<file path="config.mk">
export PLATFORM = sky130hd
export DESIGN_NAME = wtseq_core
export DESIGN_NICKNAME = d
export VERILOG_FILES = /design/src/wtseq_pkg.sv /design/src/wtseq_core.sv
export SDC_FILE = /design/constraint.sdc
export NUM_CORES = 1
export LEC_CHECK = 0
export ABC_CLOCK_PERIOD_IN_PS = 4200
export BUFFER_PORTS_ARGS = -buffer_cell sky130_fd_sc_hd__buf_2
export CAP_MARGIN = 20
export CORE_AREA = 2 2 200 202
export DETAILED_ROUTE_END_ITERATION = 10
export DIE_AREA = 0 0 202 204
export GPL_TIMING_DRIVEN = 0
export SYNTH_ARGS = -nofsm -noshare
export SYNTH_HDL_FRONTEND = slang
export SYNTH_SLANG_ARGS = --single-unit
</file>
<file path="constraint.sdc">
create_clock -name clk_sys_i -period 4.2 [get_ports clk_sys_i]
set_input_delay 0.21 -clock clk_sys_i [delete_from_list [all_inputs] [get_ports clk_sys_i]]
set_output_delay 0.21 -clock clk_sys_i [all_outputs]
set_load 0.005 [all_outputs]
</file>
<file path="src/wtseq_pkg.sv">
// Shared constants and types of the waveform trigger sequencer.
// Assumes one sample per clk_sys_i rising edge while the clock enable is high.
package wtseq_pkg;

   // -----------------------------------------------------------------
   // Field widths
   // -----------------------------------------------------------------
   localparam int DELAY_W   = 23;  // Other-path delay in hundredths of a sample.
   localparam int INHIBIT_W = 26;  // Restart-inhibit count in samples.
   localparam int MARKER_W  = 20;  // Marker delay in samples.
   localparam int MARKER_N  = 4;   // Number of marker outputs.
   localparam int MSEL_W    = 2;   // Marker select width.
   localparam int ADDR_W    = 24;  // Playback sample address width.
   localparam int LAT_W     = 8;   // Processing latency counter width.

   // -----------------------------------------------------------------
   // Counts
   // -----------------------------------------------------------------
   localparam logic [LAT_W-1:0]   LATENCY_SAMPLES = 8'h10;       // Processing latency in samples.
   localparam logic [DELAY_W-1:0] DELAY_PER_SAMPLE = 23'h00_0064; // Hundredths per sample.

   // -----------------------------------------------------------------
   // Values after reset
   // -----------------------------------------------------------------
   localparam logic                 RST_ALIGNED = 1'b1;
   localparam logic                 RST_FIXED   = 1'b0;
   localparam logic [DELAY_W-1:0]   RST_DELAY   = 23'h00_0000;
   localparam logic [INHIBIT_W-1:0] RST_INHIBIT = 26'h000_0000;

   // -----------------------------------------------------------------
   // Modes, sources and states
   // -----------------------------------------------------------------
   typedef enum logic [1:0] {MODE_AUTO, MODE_RETRIG, MODE_ARM_AUTO, MODE_ARM_RETRIG} wtseq_mode_e;
   typedef enum logic [1:0] {SRC_INTERNAL, SRC_EXTERNAL, SRC_OTHER_PATH, SRC_NONE} wtseq_src_e;
   typedef enum logic [1:0] {ST_WAIT, ST_LATENCY, ST_RUN} wtseq_state_e;

endpackage

</file>
<file path="src/wtseq_core.sv">
// Trigger sequencer for an arbitrary-waveform playback path.
// Assumes all inputs are synchronous to clk_sys_i and that strobes are one cycle long.
`timescale 1ns/100ps

// How it works
// RULE_01 - Stop-arm halts playback in armed modes.
// RULE_02 - Next trigger after stop restarts playback.
// RULE_03 - Software trigger needs internal source, non-auto.
// RULE_04 - Retrigger: each accepted trigger restarts from start.
// RULE_05 - Aligned output only with external source.
// RULE_06 - Aligned: generate at trigger, hide latency.
// RULE_07 - Unaligned: output after latency from sample zero.
// RULE_08 - Host disables alignment for short sequences.
// RULE_09 - Other-path trigger delayed by programmable samples.
// RULE_10 - Restart blocked for inhibit count after trigger.
// RULE_11 - Inhibit applies only to other-path source.
// RULE_12 - Fixed range limits marker delay to dynamic range.
// RULE_13 - Out-of-range marker delay clamped, error raised.
// RULE_14 - Fixed range covers all markers together.
// RULE_15 - Armed-auto starts on trigger, runs until stopped.
// RULE_16 - Armed-retrigger becomes retrigger after first trigger.
// RULE_17 - Other-path source uses second path's trigger.
// RULE_18 - Other-path triggers ignored while inhibit counter runs.
// RULE_19 - Reset: aligned on, fixed off, counts zero.
module wtseq_core
   import wtseq_pkg::*;
(
   input  wire logic                         clk_sys_i,
   input  wire logic                         sys_rst_i,
   input  wire logic                         clk_en_i,
   input  wire wtseq_mode_e                  mode_i,
   input  wire wtseq_src_e                   source_i,
   input  wire logic                         sw_trigger_i,
   input  wire logic                         stop_arm_i,
   input  wire logic                         ext_trigger_i,
   input  wire logic                         other_path_trig_i,
   input  wire logic                         cfg_wr_i,
   input  wire logic                         trigger_aligned_output_i,
   input  wire logic                         fixed_range_i,
   input  wire logic [DELAY_W-1:0]           other_path_delay_i,
   input  wire logic [INHIBIT_W-1:0]         other_path_inhibit_i,
   input  wire logic                         marker_wr_i,
   input  wire logic [MSEL_W-1:0]            marker_sel_i,
   input  wire logic [MARKER_W-1:0]          marker_delay_i,
   input  wire logic [MARKER_W-1:0]          marker_dyn_max_i,
   output logic                              playing_o,
   output logic                              restart_o,
   output logic                              sample_valid_o,
   output logic [ADDR_W-1:0]                 sample_addr_o,
   output logic                              delay_pending_o,
   output logic                              inhibit_busy_o,
   output logic [MARKER_N*MARKER_W-1:0]      marker_delay_o,
   output logic                              marker_err_o
);

   // -----------------------------------------------------------------
   // State
   // -----------------------------------------------------------------
   typedef struct packed {
      wtseq_state_e                       st;
      logic                               retrig_active;
      logic                               gen_aligned;
      logic                               aligned;
      logic                               fixed;
      logic [DELAY_W-1:0]                 dly_cfg;
      logic [INHIBIT_W-1:0]               inh_cfg;
      logic                               dly_pend;
      logic [DELAY_W-1:0]                 dly_acc;
      logic [INHIBIT_W-1:0]               inh_cnt;
      logic [LAT_W-1:0]                   lat_cnt;
      logic [ADDR_W-1:0]                  addr;
      logic                               valid;
      logic                               restart;
      logic [MARKER_N-1:0][MARKER_W-1:0]  mk_dly;
      logic                               mk_err;
      logic                               play;
      logic                               busy;
   } wtseq_core_s;

   wtseq_core_s r;
   wtseq_core_s next_r;
   logic        sw_ok;
   logic        ext_ok;
   logic        oth_fire;
   logic        evt;
   logic        armed;

   // Event qualification per source; the inhibit gate only acts on the other path.
   always_comb begin
      // RULE_03 software gate
      sw_ok  = sw_trigger_i && (source_i == SRC_INTERNAL) && (mode_i != MODE_AUTO);
      ext_ok = ext_trigger_i && (source_i == SRC_EXTERNAL);
      // RULE_09 zero delay passes at once
      oth_fire = (source_i == SRC_OTHER_PATH) &&
                 ((r.dly_pend && ((r.dly_acc + DELAY_PER_SAMPLE) >= r.dly_cfg)) ||
                  (!r.dly_pend && other_path_trig_i && (r.dly_cfg == RST_DELAY)));
      // RULE_18 inhibit masks other-path events
      evt   = sw_ok || ext_ok || (oth_fire && (r.inh_cnt == RST_INHIBIT));
      armed = (mode_i == MODE_ARM_AUTO) || (mode_i == MODE_ARM_RETRIG);
   end

   // -----------------------------------------------------------------
   // Next-state logic
   // -----------------------------------------------------------------
   // Computes the whole next state; the clock enable freezes it in the register stage.
   always_comb begin
      next_r         = r;
      next_r.restart = 1'b0;

      // RULE_19 configuration load
      if (cfg_wr_i) begin
         next_r.aligned = trigger_aligned_output_i;
         next_r.fixed   = fixed_range_i;
         next_r.dly_cfg = other_path_delay_i;
         next_r.inh_cfg = other_path_inhibit_i;
      end

      // RULE_17 second-path trigger delay
      if (source_i != SRC_OTHER_PATH || oth_fire) begin
         next_r.dly_pend = 1'b0;
      end else if (r.dly_pend) begin
         next_r.dly_acc = r.dly_acc + DELAY_PER_SAMPLE;
      end else if (other_path_trig_i) begin
         next_r.dly_pend = 1'b1;
         next_r.dly_acc  = RST_DELAY;
      end

      // RULE_10 inhibit countdown
      if (r.inh_cnt != RST_INHIBIT) begin
         next_r.inh_cnt = r.inh_cnt - 26'h000_0001;
      end
      // RULE_11 load only for other path
      if (evt && source_i == SRC_OTHER_PATH) begin
         next_r.inh_cnt = r.inh_cfg;
      end

      // Playback address and latency window advance.
      case (r.st)
         ST_LATENCY: begin
            if (r.gen_aligned) begin
               next_r.addr = r.addr + 24'h00_0001;
            end
            next_r.lat_cnt = r.lat_cnt + 8'h01;
            // RULE_06 RULE_07 latency elapsed
            if (r.lat_cnt == LATENCY_SAMPLES - 8'h01) begin
               next_r.st    = ST_RUN;
               next_r.valid = 1'b1;
            end
         end
         ST_RUN: begin
            next_r.addr = r.addr + 24'h00_0001;
         end
         default: begin
            next_r.valid = 1'b0;
         end
      endcase

      // Mode decisions; stop-arm takes priority over a trigger in the same cycle.
      if (armed && stop_arm_i) begin
         // RULE_01 halt and wait
         next_r.st            = ST_WAIT;
         next_r.valid         = 1'b0;
         next_r.retrig_active = 1'b0;
      end else begin
         case (mode_i)
            MODE_AUTO:       next_r.restart = (r.st == ST_WAIT);
            // RULE_04 every event restarts
            MODE_RETRIG:     next_r.restart = (r.st == ST_WAIT) || evt;
            // RULE_15 start on trigger only
            MODE_ARM_AUTO:   next_r.restart = (r.st == ST_WAIT) && evt;
            // RULE_16 switch to retrigger
            default:         next_r.restart = evt && ((r.st == ST_WAIT) || r.retrig_active);
         endcase
         if (mode_i == MODE_ARM_RETRIG && evt) begin
            next_r.retrig_active = 1'b1;
         end
      end

      // RULE_02 RULE_05 start from sample zero
      if (next_r.restart) begin
         next_r.st          = ST_LATENCY;
         next_r.lat_cnt     = 8'h00;
         next_r.addr        = 24'h00_0000;
         next_r.valid       = 1'b0;
         next_r.gen_aligned = r.aligned && (source_i == SRC_EXTERNAL);
      end

      // RULE_12 RULE_13 RULE_14 shared clamp
      if (marker_wr_i) begin
         if (r.fixed && (marker_delay_i > marker_dyn_max_i)) begin
            next_r.mk_dly[marker_sel_i] = marker_dyn_max_i;
            next_r.mk_err               = 1'b1;
         end else begin
            next_r.mk_dly[marker_sel_i] = marker_delay_i;
            next_r.mk_err               = 1'b0;
         end
      end

      // Status levels are registered copies, so the ports come straight from flip-flops.
      next_r.play = (next_r.st != ST_WAIT);
      next_r.busy = (next_r.inh_cnt != RST_INHIBIT);
   end

   // -----------------------------------------------------------------
   // State register
   // -----------------------------------------------------------------
   // Reset loads defaults; a low clock enable holds everything.
   always_ff @(posedge clk_sys_i) begin
      if (sys_rst_i) begin
         r         <= '0;
         r.aligned <= RST_ALIGNED;
         r.fixed   <= RST_FIXED;
         r.dly_cfg <= RST_DELAY;
         r.inh_cfg <= RST_INHIBIT;
      end else if (clk_en_i) begin
         r <= next_r;
      end
   end

   // Outputs taken straight from the state register.
   assign playing_o       = r.play;
   assign restart_o       = r.restart;
   assign sample_valid_o  = r.valid;
   assign sample_addr_o   = r.addr;
   assign delay_pending_o = r.dly_pend;
   assign inhibit_busy_o  = r.busy;
   assign marker_delay_o  = r.mk_dly;
   assign marker_err_o    = r.mk_err;
endmodule

</file>
==> results of run 1 <==
==> flip-flops by register name, summed over array words and instances (netlist names) <==
register	flops
delay_pending_o	1
inhibit_busy_o	1
marker_delay_o	80
marker_err_o	1
playing_o	1
r	110
restart_o	1
sample_addr_o	24
sample_valid_o	1
==> worst max-delay path: stages (launching register included) <==
cell,delay [ns]
sky130_fd_sc_hd__dfxtp_4,0.36
sky130_fd_sc_hd__ha_4,0.15
sky130_fd_sc_hd__a211o_1,0.27
sky130_fd_sc_hd__nand4_1,0.14
sky130_fd_sc_hd__nor2_2,0.06
sky130_fd_sc_hd__and3_4,0.18
sky130_fd_sc_hd__and3_4,0.21
sky130_fd_sc_hd__xor2_1,0.15
sky130_fd_sc_hd__ha_1,0.33
sky130_fd_sc_hd__nand4_1,0.22
sky130_fd_sc_hd__nor4_4,0.41
sky130_fd_sc_hd__a22oi_2,0.14
sky130_fd_sc_hd__a41o_1,0.31
sky130_fd_sc_hd__a211oi_2,0.23
sky130_fd_sc_hd__a211o_4,0.22
sky130_fd_sc_hd__a21oi_4,0.11
sky130_fd_sc_hd__or4_1,0.55
sky130_fd_sc_hd__a21oi_1,0.15
==> logic make-up (layout without fill, tap and decap cells) <==
kind of cell,after synthesis,after routing,share of synthesized area (%)
buf+inv,249,612,11.6
flops,220,220,38.1
xor+xnor,48,48,3.64
fa+ha+maj,45,45,4.87
compound gates,350,351,19.5
mux,3,3,0.271
simple gates,548,548,22.0
==> layer usage <==
layer  GRT usage [%]  up-vias  part of all wire [%]
li1                -     5704                     -
met1            22.5     5410                    43
met2            31.6      361                    48
met3            2.87       70                   5.6
met4            5.57        0                   2.5
met5               0        -                     0
==> metrics by stage <==
step           cell area [um2]  std cells  TNS, ns
3_5_place_dp             13300       2205   -59.40
6_report                 15600       2352   -0.803
5_1_grt                  15600       2352    -7.73
2_1_floorplan            11600       1463        0
4_1_cts                  15100       2329   -0.285
3_3_place_gp             13300       2203   -62.43
==> repair_timing <==
item                                    4_1_cts  5_1_grt
hold buffers                                 53        0
setup buffers                                21       20
pin swaps                                    30       34
cloned                                        1        4
endpoints found under the hold margin        53        0
endpoints found under the setup margin       87       83
gates resized for setup                      38       46
==> cell usage after synthesis, types with 38 or more instances <==
library cell / number
sky130_fd_sc_hd__a21oi_1: 140
sky130_fd_sc_hd__ha_1: 45
sky130_fd_sc_hd__nand3_1: 39
sky130_fd_sc_hd__o21ai_0: 38
sky130_fd_sc_hd__buf_4: 105
sky130_fd_sc_hd__nand2_1: 181
sky130_fd_sc_hd__inv_1: 61
sky130_fd_sc_hd__nor2_1: 181
sky130_fd_sc_hd__clkbuf_1: 74
sky130_fd_sc_hd__dfxtp_1: 220
sky130_fd_sc_hd__a211oi_1: 91
==> path summary, 6_finish.rpt <==
path / from / to / cells past startpoint
min reg2reg: r[190]$_SDFFE_PP0P_ / r[190]$_SDFFE_PP0P_ / 2
max reg2reg: r[145]$_SDFFE_PP0P_ / sample_addr_o[19]$_SDFFE_PP0P_ / 17
min: mode_i[1] / r[219]$_SDFFE_PP0P_ / 2
max: r[145]$_SDFFE_PP0P_ / sample_addr_o[19]$_SDFFE_PP0P_ / 17
==> layout make-up <==
type,instances,share of cell area (%)
Inverter,62,1.50
Tap cell,525,4.22
Clock inverter,14,1.37
Buffer,186,7.62
Clock buffer,36,4.82
Multi-Input combinational cell,995,39.0
Sequential cell,220,28.4
Timing Repair Buffer,314,13.1
==> power by group through the flow <==
stage / logic, W / clock network [W] / registers, W
after floorplan: 0.000664 / 0 / 0.00227
after global placement: 0.000937 / 0 / 0.00230
after detailed placement: 0.000949 / 0 / 0.00230
after CTS: 0.00102 / 0.00258 / 0.00226
after global routing: 0.00119 / 0.00265 / 0.00227
final: 0.00108 / 0.00250 / 0.00226
==> flow_summary_export.csv, run 1 <==
group,metric,value,unit
synthesis,netlist_area,11600,um2
synthesis,post-synth-top-area-cell,"sky130_fd_sc_hd__dfxtp_1",
detailed_routing,via_per_inst,4.91,
global_route,global_route.overflow_total,0,
job,timing.max_cap.violations,0,
sta,fmaxAchievable,0.232,GHz
sta,drv_slew,0,
worst_setup_path,critPathCaptureType,"flip-flop",
cells_and_area,layout-drive-gt1-share,26.1,%
floorplan,design.core.area,39200,um2
synthesis,synthArstFlopShare,0,%
cells_and_area,area.growth.synth_to_final,34.6,%
place,detailed_place_hpwl,28.5,mm
worst_setup_path,r2r_setup_slack,-0.10,ns
synthesis,yosys.area.top_type_share,38.1,%
detailed_routing,avgRoutedWirePerCell,16.4,um
synthesis,synth-main-ff-cell,"sky130_fd_sc_hd__dfxtp_1",
cts,cts_tree,"yes",
cts,clkLatencyLatePin,0.56,ns
cells_and_area,most_common_cell_after_layout_fill_and_taps_aside,"sky130_fd_sc_hd__buf_2",
global_route,first_pass_grt_wire_length,59.8,mm
pwr,clock_share_of_power,42.9,%
floorplan,fp.dieH,204,um
sta,grt_setup_unrepaired,"true",
global_route,antenna_violations_before_repair,0,
pwr,power.switching_fraction,28.0,%
pwr,intPower,0.00420,W
floorplan,row_count,73,
sta,layout_worst_path_cycle_share,102,%
pwr,power.combinational.fraction,18.5,%
floorplan,floorplan.die_area,41200,um2
cts,numClockSinks,220,
floorplan,top_level_ports,216,
pwr,post-layout-total-power,0.00584,W
pwr,seqPwrFrac,38.6,%
cells_and_area,n_fill_cell,4044,
cells_and_area,n_antenna_cell,0,
run_status,violated_checks,"negative setup slack",
floorplan,die_width,202,um
sta,final.hold.worst_slack,0.0336,ns
synthesis,total_nets_after_synthesis,1614,
cts,cts.reportedPaths.clkPinSlew,0.06,ns
cells_and_area,multi_input_comb_area,6070,um2
cells_and_area,final_cell_mix,"sky130_fd_sc_hd__buf_2, sky130_fd_sc_hd__dfxtp_1, sky130_fd_sc_hd__nand2_1",
sta,timing.clock.skew,0.0243,ns
global_route,globalRouteTotalUtil,18.0,%
detailed_routing,detail_route.drc_violations,0,
detailed_routing,final_antenna_net_count,0,
place,place_ws,-1.04,ns
cells_and_area,layout.core_utilization,39.7,%
min_path,holdCritPathClass,"input pin to flip-flop",
floorplan,floorplan.initialDensity,29.5,%
worst_setup_path,critical_path_peak_fanout,5,
sta,finalWorstPathRequiredPeriod,4.30,ns
cells_and_area,ff_latch_area,4420,um2
sta,worst_slew_pin_slew,0.958,ns
worst_setup_path,endpoint_arrival_time_on_the_critical_path,4.78,ns
synthesis,synth_top_cells_by_area,"sky130_fd_sc_hd__dfxtp_1, sky130_fd_sc_hd__buf_4, sky130_fd_sc_hd__a21oi_1",
cts,tritoncts.num_buffers,27,
synthesis,seq_area_frac_synth,38.1,%
synthesis,syn_inst,1463,
worst_setup_path,cp.required,4.67,ns
detailed_routing,num_vias,11545,
place,finalWeightedCongestion,0.889,
pwr,leakage_component_of_the_power,6.61,nW
synthesis,ys_seq_elements,220,
pwr,p_per_area,375,nW/um2
sta,slew_headroom,35.5,%
global_route,number_of_global_route_vias_before_repair,11079,
worst_setup_path,path_class,"flip-flop to flip-flop",
synthesis,synth_cell_types,68,
detailed_routing,drt_pass1_iterations,5,
cts,ctsLongestPathBuffers,3,
cts,cts-htree-levels,1,
synthesis,synth_warnings,0,
detailed_routing,wire_length_reported_by_the_detailed_router,38.7,mm
sta,fin_ws,-0.103,ns
worst_setup_path,kind_of_start_point_of_the_critical_path,"flip-flop",
place,io_buffers,215,
pwr,p_switching,0.00164,W
synthesis,synth_enable_flop_cells,0,
cts,cts.root.buffer_cell,"sky130_fd_sc_hd__clkbuf_16",
pwr,ir_worst_vdd,0.000263,V
synthesis,synthesis.area_per_instance,7.90,um2
sta,hold_viol_final,0,
global_route,grt_max_degree,14,
sta,setup_violations,25,
run_status,status,"complete, but fails checks",
detailed_routing,drt_first_iter_violations,725,
cells_and_area,final_nets,1957,
Power figures use the tool's default switching activity.
==> run 2: changes to the inputs <==
--- a/config.mk
+++ b/config.mk
@@ -12,6 +12,7 @@
 export DETAILED_ROUTE_END_ITERATION = 10
 export DIE_AREA = 0 0 202 204
 export GPL_TIMING_DRIVEN = 0
+export REMOVE_ABC_BUFFERS = 1
 export SYNTH_ARGS = -nofsm -noshare
 export SYNTH_HDL_FRONTEND = slang
 export SYNTH_SLANG_ARGS = --single-unit
==> flow_summary_export.csv, run 2 (synthesis gave the netlist of run 1 again) <==
group,metric,value,unit
sta,finalWorstPathRequiredPeriod,4.36,ns
global_route,antenna_violations_before_repair,7,
place,detailed_place_hpwl,23.5,mm
worst_setup_path,combined_buffer_and_inverter_count_along_the_critical_path,4,
min_path,timing.hold.worst_path_depth,4,
cells_and_area,n_fill_cell,4015,
place,place_inst,2029,
detailed_routing,via_per_inst,4.92,
cts,tritoncts.num_buffers,27,
detailed_routing,drt_first_iter_violations,576,
run_status,status,"complete, but fails checks",
worst_setup_path,critPathTopFamily,"simple AND/OR/NAND/NOR gates",
global_route,grt_max_degree,111,
place,finalWeightedCongestion,0.822,
cells_and_area,final_cell_mix,"sky130_fd_sc_hd__dfxtp_1, sky130_fd_sc_hd__buf_2, sky130_fd_sc_hd__nand2_1",
cts,cts_tree,"yes",
pwr,leakage_component_of_the_power,6.01,nW
min_path,hold_start,"source_i[0]",
sta,fmaxAchievable,0.229,GHz
worst_setup_path,r2r-start,"r[146]$_SDFFE_PP0P_",
worst_setup_path,cp.required,4.59,ns
floorplan,floorplan.initialDensity,29.5,%
place,io_buffers,215,
detailed_routing,wire_length_reported_by_the_detailed_router,33.9,mm
worst_setup_path,reg2regPathDepth,21,
worst_setup_path,kind_of_start_point_of_the_critical_path,"flip-flop",
run_status,violated_checks,"negative setup slack",
sta,hold_viol_final,0,
min_path,holdPathEnd,"r[218]$_SDFFE_PP0P_",
sta,fin_ws,-0.165,ns
cells_and_area,most_common_cell_after_layout_fill_and_taps_aside,"sky130_fd_sc_hd__dfxtp_1",
worst_setup_path,crit_path_max_incr_delay,0.54,ns
sta,drv_slew,0,
cells_and_area,largest_register,"r",
cts,clkLatencyLatePin,0.54,ns
cts,cts-htree-levels,1,
cts,cts.reportedPaths.clkPinSlew,0.06,ns
worst_setup_path,critical_path.reg2reg.endpoint,"inhibit_busy_o$_SDFFE_PP0P_",
global_route,globalRouteTotalUtil,15.9,%
floorplan,row_count,73,
floorplan,die_width,202,um
worst_setup_path,path_class,"flip-flop to flip-flop",
floorplan,design.core.area,39200,um2
cells_and_area,final_design_area_no_fill,14700,um2
floorplan,fp.dieH,204,um
job,timing.max_cap.violations,0,
global_route,global_route.overflow_total,0,
sta,layout_worst_path_cycle_share,104,%
worst_setup_path,endpoint_arrival_time_on_the_critical_path,4.75,ns
global_route,number_of_global_route_vias_before_repair,10103,
worst_setup_path,worstPathCellList,"ha_4, a211o_1, nand4_1, nor2_2, and3_4, and3_4, nand3_2, xnor2_2, ha_1, a21o_1, a21o_1, a22oi_2, a41o_1, buf_4, a211oi_4, buf_6, buf_6, buf_16, or4_4, a21oi_4, a311oi_1",
cells_and_area,layout-drive-gt1-share,23.2,%
worst_setup_path,critPathCaptureType,"flip-flop",
sta,worst_slew_pin_slew,0.995,ns
sta,slew_headroom,33.4,%
sta,tns,-1.32,ns
place,placedInstanceArea,12400,um2
cells_and_area,final_nets,1782,
global_route,first_pass_grt_wire_length,53.7,mm
worst_setup_path,r2r_setup_slack,-0.16,ns
sta,grt_setup_unrepaired,"true",
min_path,holdCritPathClass,"input pin to flip-flop",
floorplan,floorplan.die_area,41200,um2
detailed_routing,avgRoutedWirePerCell,15.5,um
cts,numClockSinks,220,
worst_setup_path,crit_path_top_delay_cell,"sky130_fd_sc_hd__or4_4",
sta,timing.clock.skew,0.00889,ns
pwr,p_per_area,396,nW/um2
detailed_routing,detail_route.drc_violations,0,
worst_setup_path,critical_path_peak_fanout,6,
detailed_routing,final_antenna_net_count,0,
floorplan,top_level_ports,216,
cells_and_area,fin_cells,2182,
detailed_routing,drt_pass1_iterations,5,
sta,setup_violations,21,
pwr,ir_worst_vdd,0.000346,V
cells_and_area,largest_register_ff_count,110,
cells_and_area,layout.core_utilization,37.4,%
cells_and_area,area.growth.synth_to_final,26.8,%
detailed_routing,num_vias,10729,
sta,final.hold.worst_slack,0.0389,ns
cts,cts.root.buffer_cell,"sky130_fd_sc_hd__clkbuf_16",
cts,ctsLongestPathBuffers,3,
run 2: layer usage:
layer | up-vias | GRT usage (%) | wire, um
met5 | - | 0 | 11
met4 | 2 | 3.55 | 656
met3 | 45 | 5.15 | 3050
met2 | 328 | 25.6 | 15000
met1 | 4995 | 20.6 | 15200
li1 | 5359 | - | -
run 2: timing repair:
item                       in CTS  in global routing
hold buffers                   54                  0
hold endpoints to repair       53                  0
setup endpoints to repair      88                 70
setup buffers                  27                 12
resized for setup              31                 42
pin swaps                      26                 38
cloned                          3                  2
run 2: layout make-up:
class                   instances  area [um2]  area share [%]
multi-input cells             997        6150            41.9
flip-flops and latches        220        4410            30.1
repair buffers                323        2220            15.1
clock buffers                  32         724            4.94
well taps                     525         657            4.48
clock inverters                17         254            1.73
inverters                      62         236            1.61
diodes                          6        15.0           0.102
run 2: stage by stage:
| step | setup WS [ns] | total power (W) |
|---|---|---|
| 6_report | -0.165 | 0.00581 |
| 4_1_cts | -0.0398 | 0.00585 |
| 5_1_grt | -0.385 | 0.00609 |
| 2_1_floorplan | -0.810 | 0.00285 |
| 3_5_place_dp | -1.54 | 0.00317 |
| 3_3_place_gp | -2.26 | 0.00314 |
run 2: power by group:
part | internal [W] | switching, W
sequential | 0.00217 | 0.0000958
combinational | 0.000423 | 0.000546
clock | 0.00160 | 0.000974
run 2: worst max path at each step:
stage / end / cells after the start / slack, ns / startpoint
floorplan: inhibit_busy_o$_SDFFE_PP0P_ / 17 / -0.81 / r[145]$_SDFFE_PP0P_
detailed placement: r[115]$_SDFFE_PP0P_ / 18 / -1.54 / r[145]$_SDFFE_PP0P_
CTS: r[218]$_SDFFE_PP0P_ / 19 / -0.04 / r[146]$_SDFFE_PP0P_
finish: inhibit_busy_o$_SDFFE_PP0P_ / 21 / -0.16 / r[146]$_SDFFE_PP0P_
global placement: inhibit_busy_o$_SDFFE_PP0P_ / 17 / -2.26 / r[145]$_SDFFE_PP0P_
global route: r[218]$_SDFFE_PP0P_ / 19 / -0.39 / r[146]$_SDFFE_PP0P_
run 2: worst min-delay path, delay by kind of cell:
kind | cells | cell delay (ns)
compound gates | 1 | 0.04
simple gates | 1 | 0.11
buf+inv | 2 | 0.17
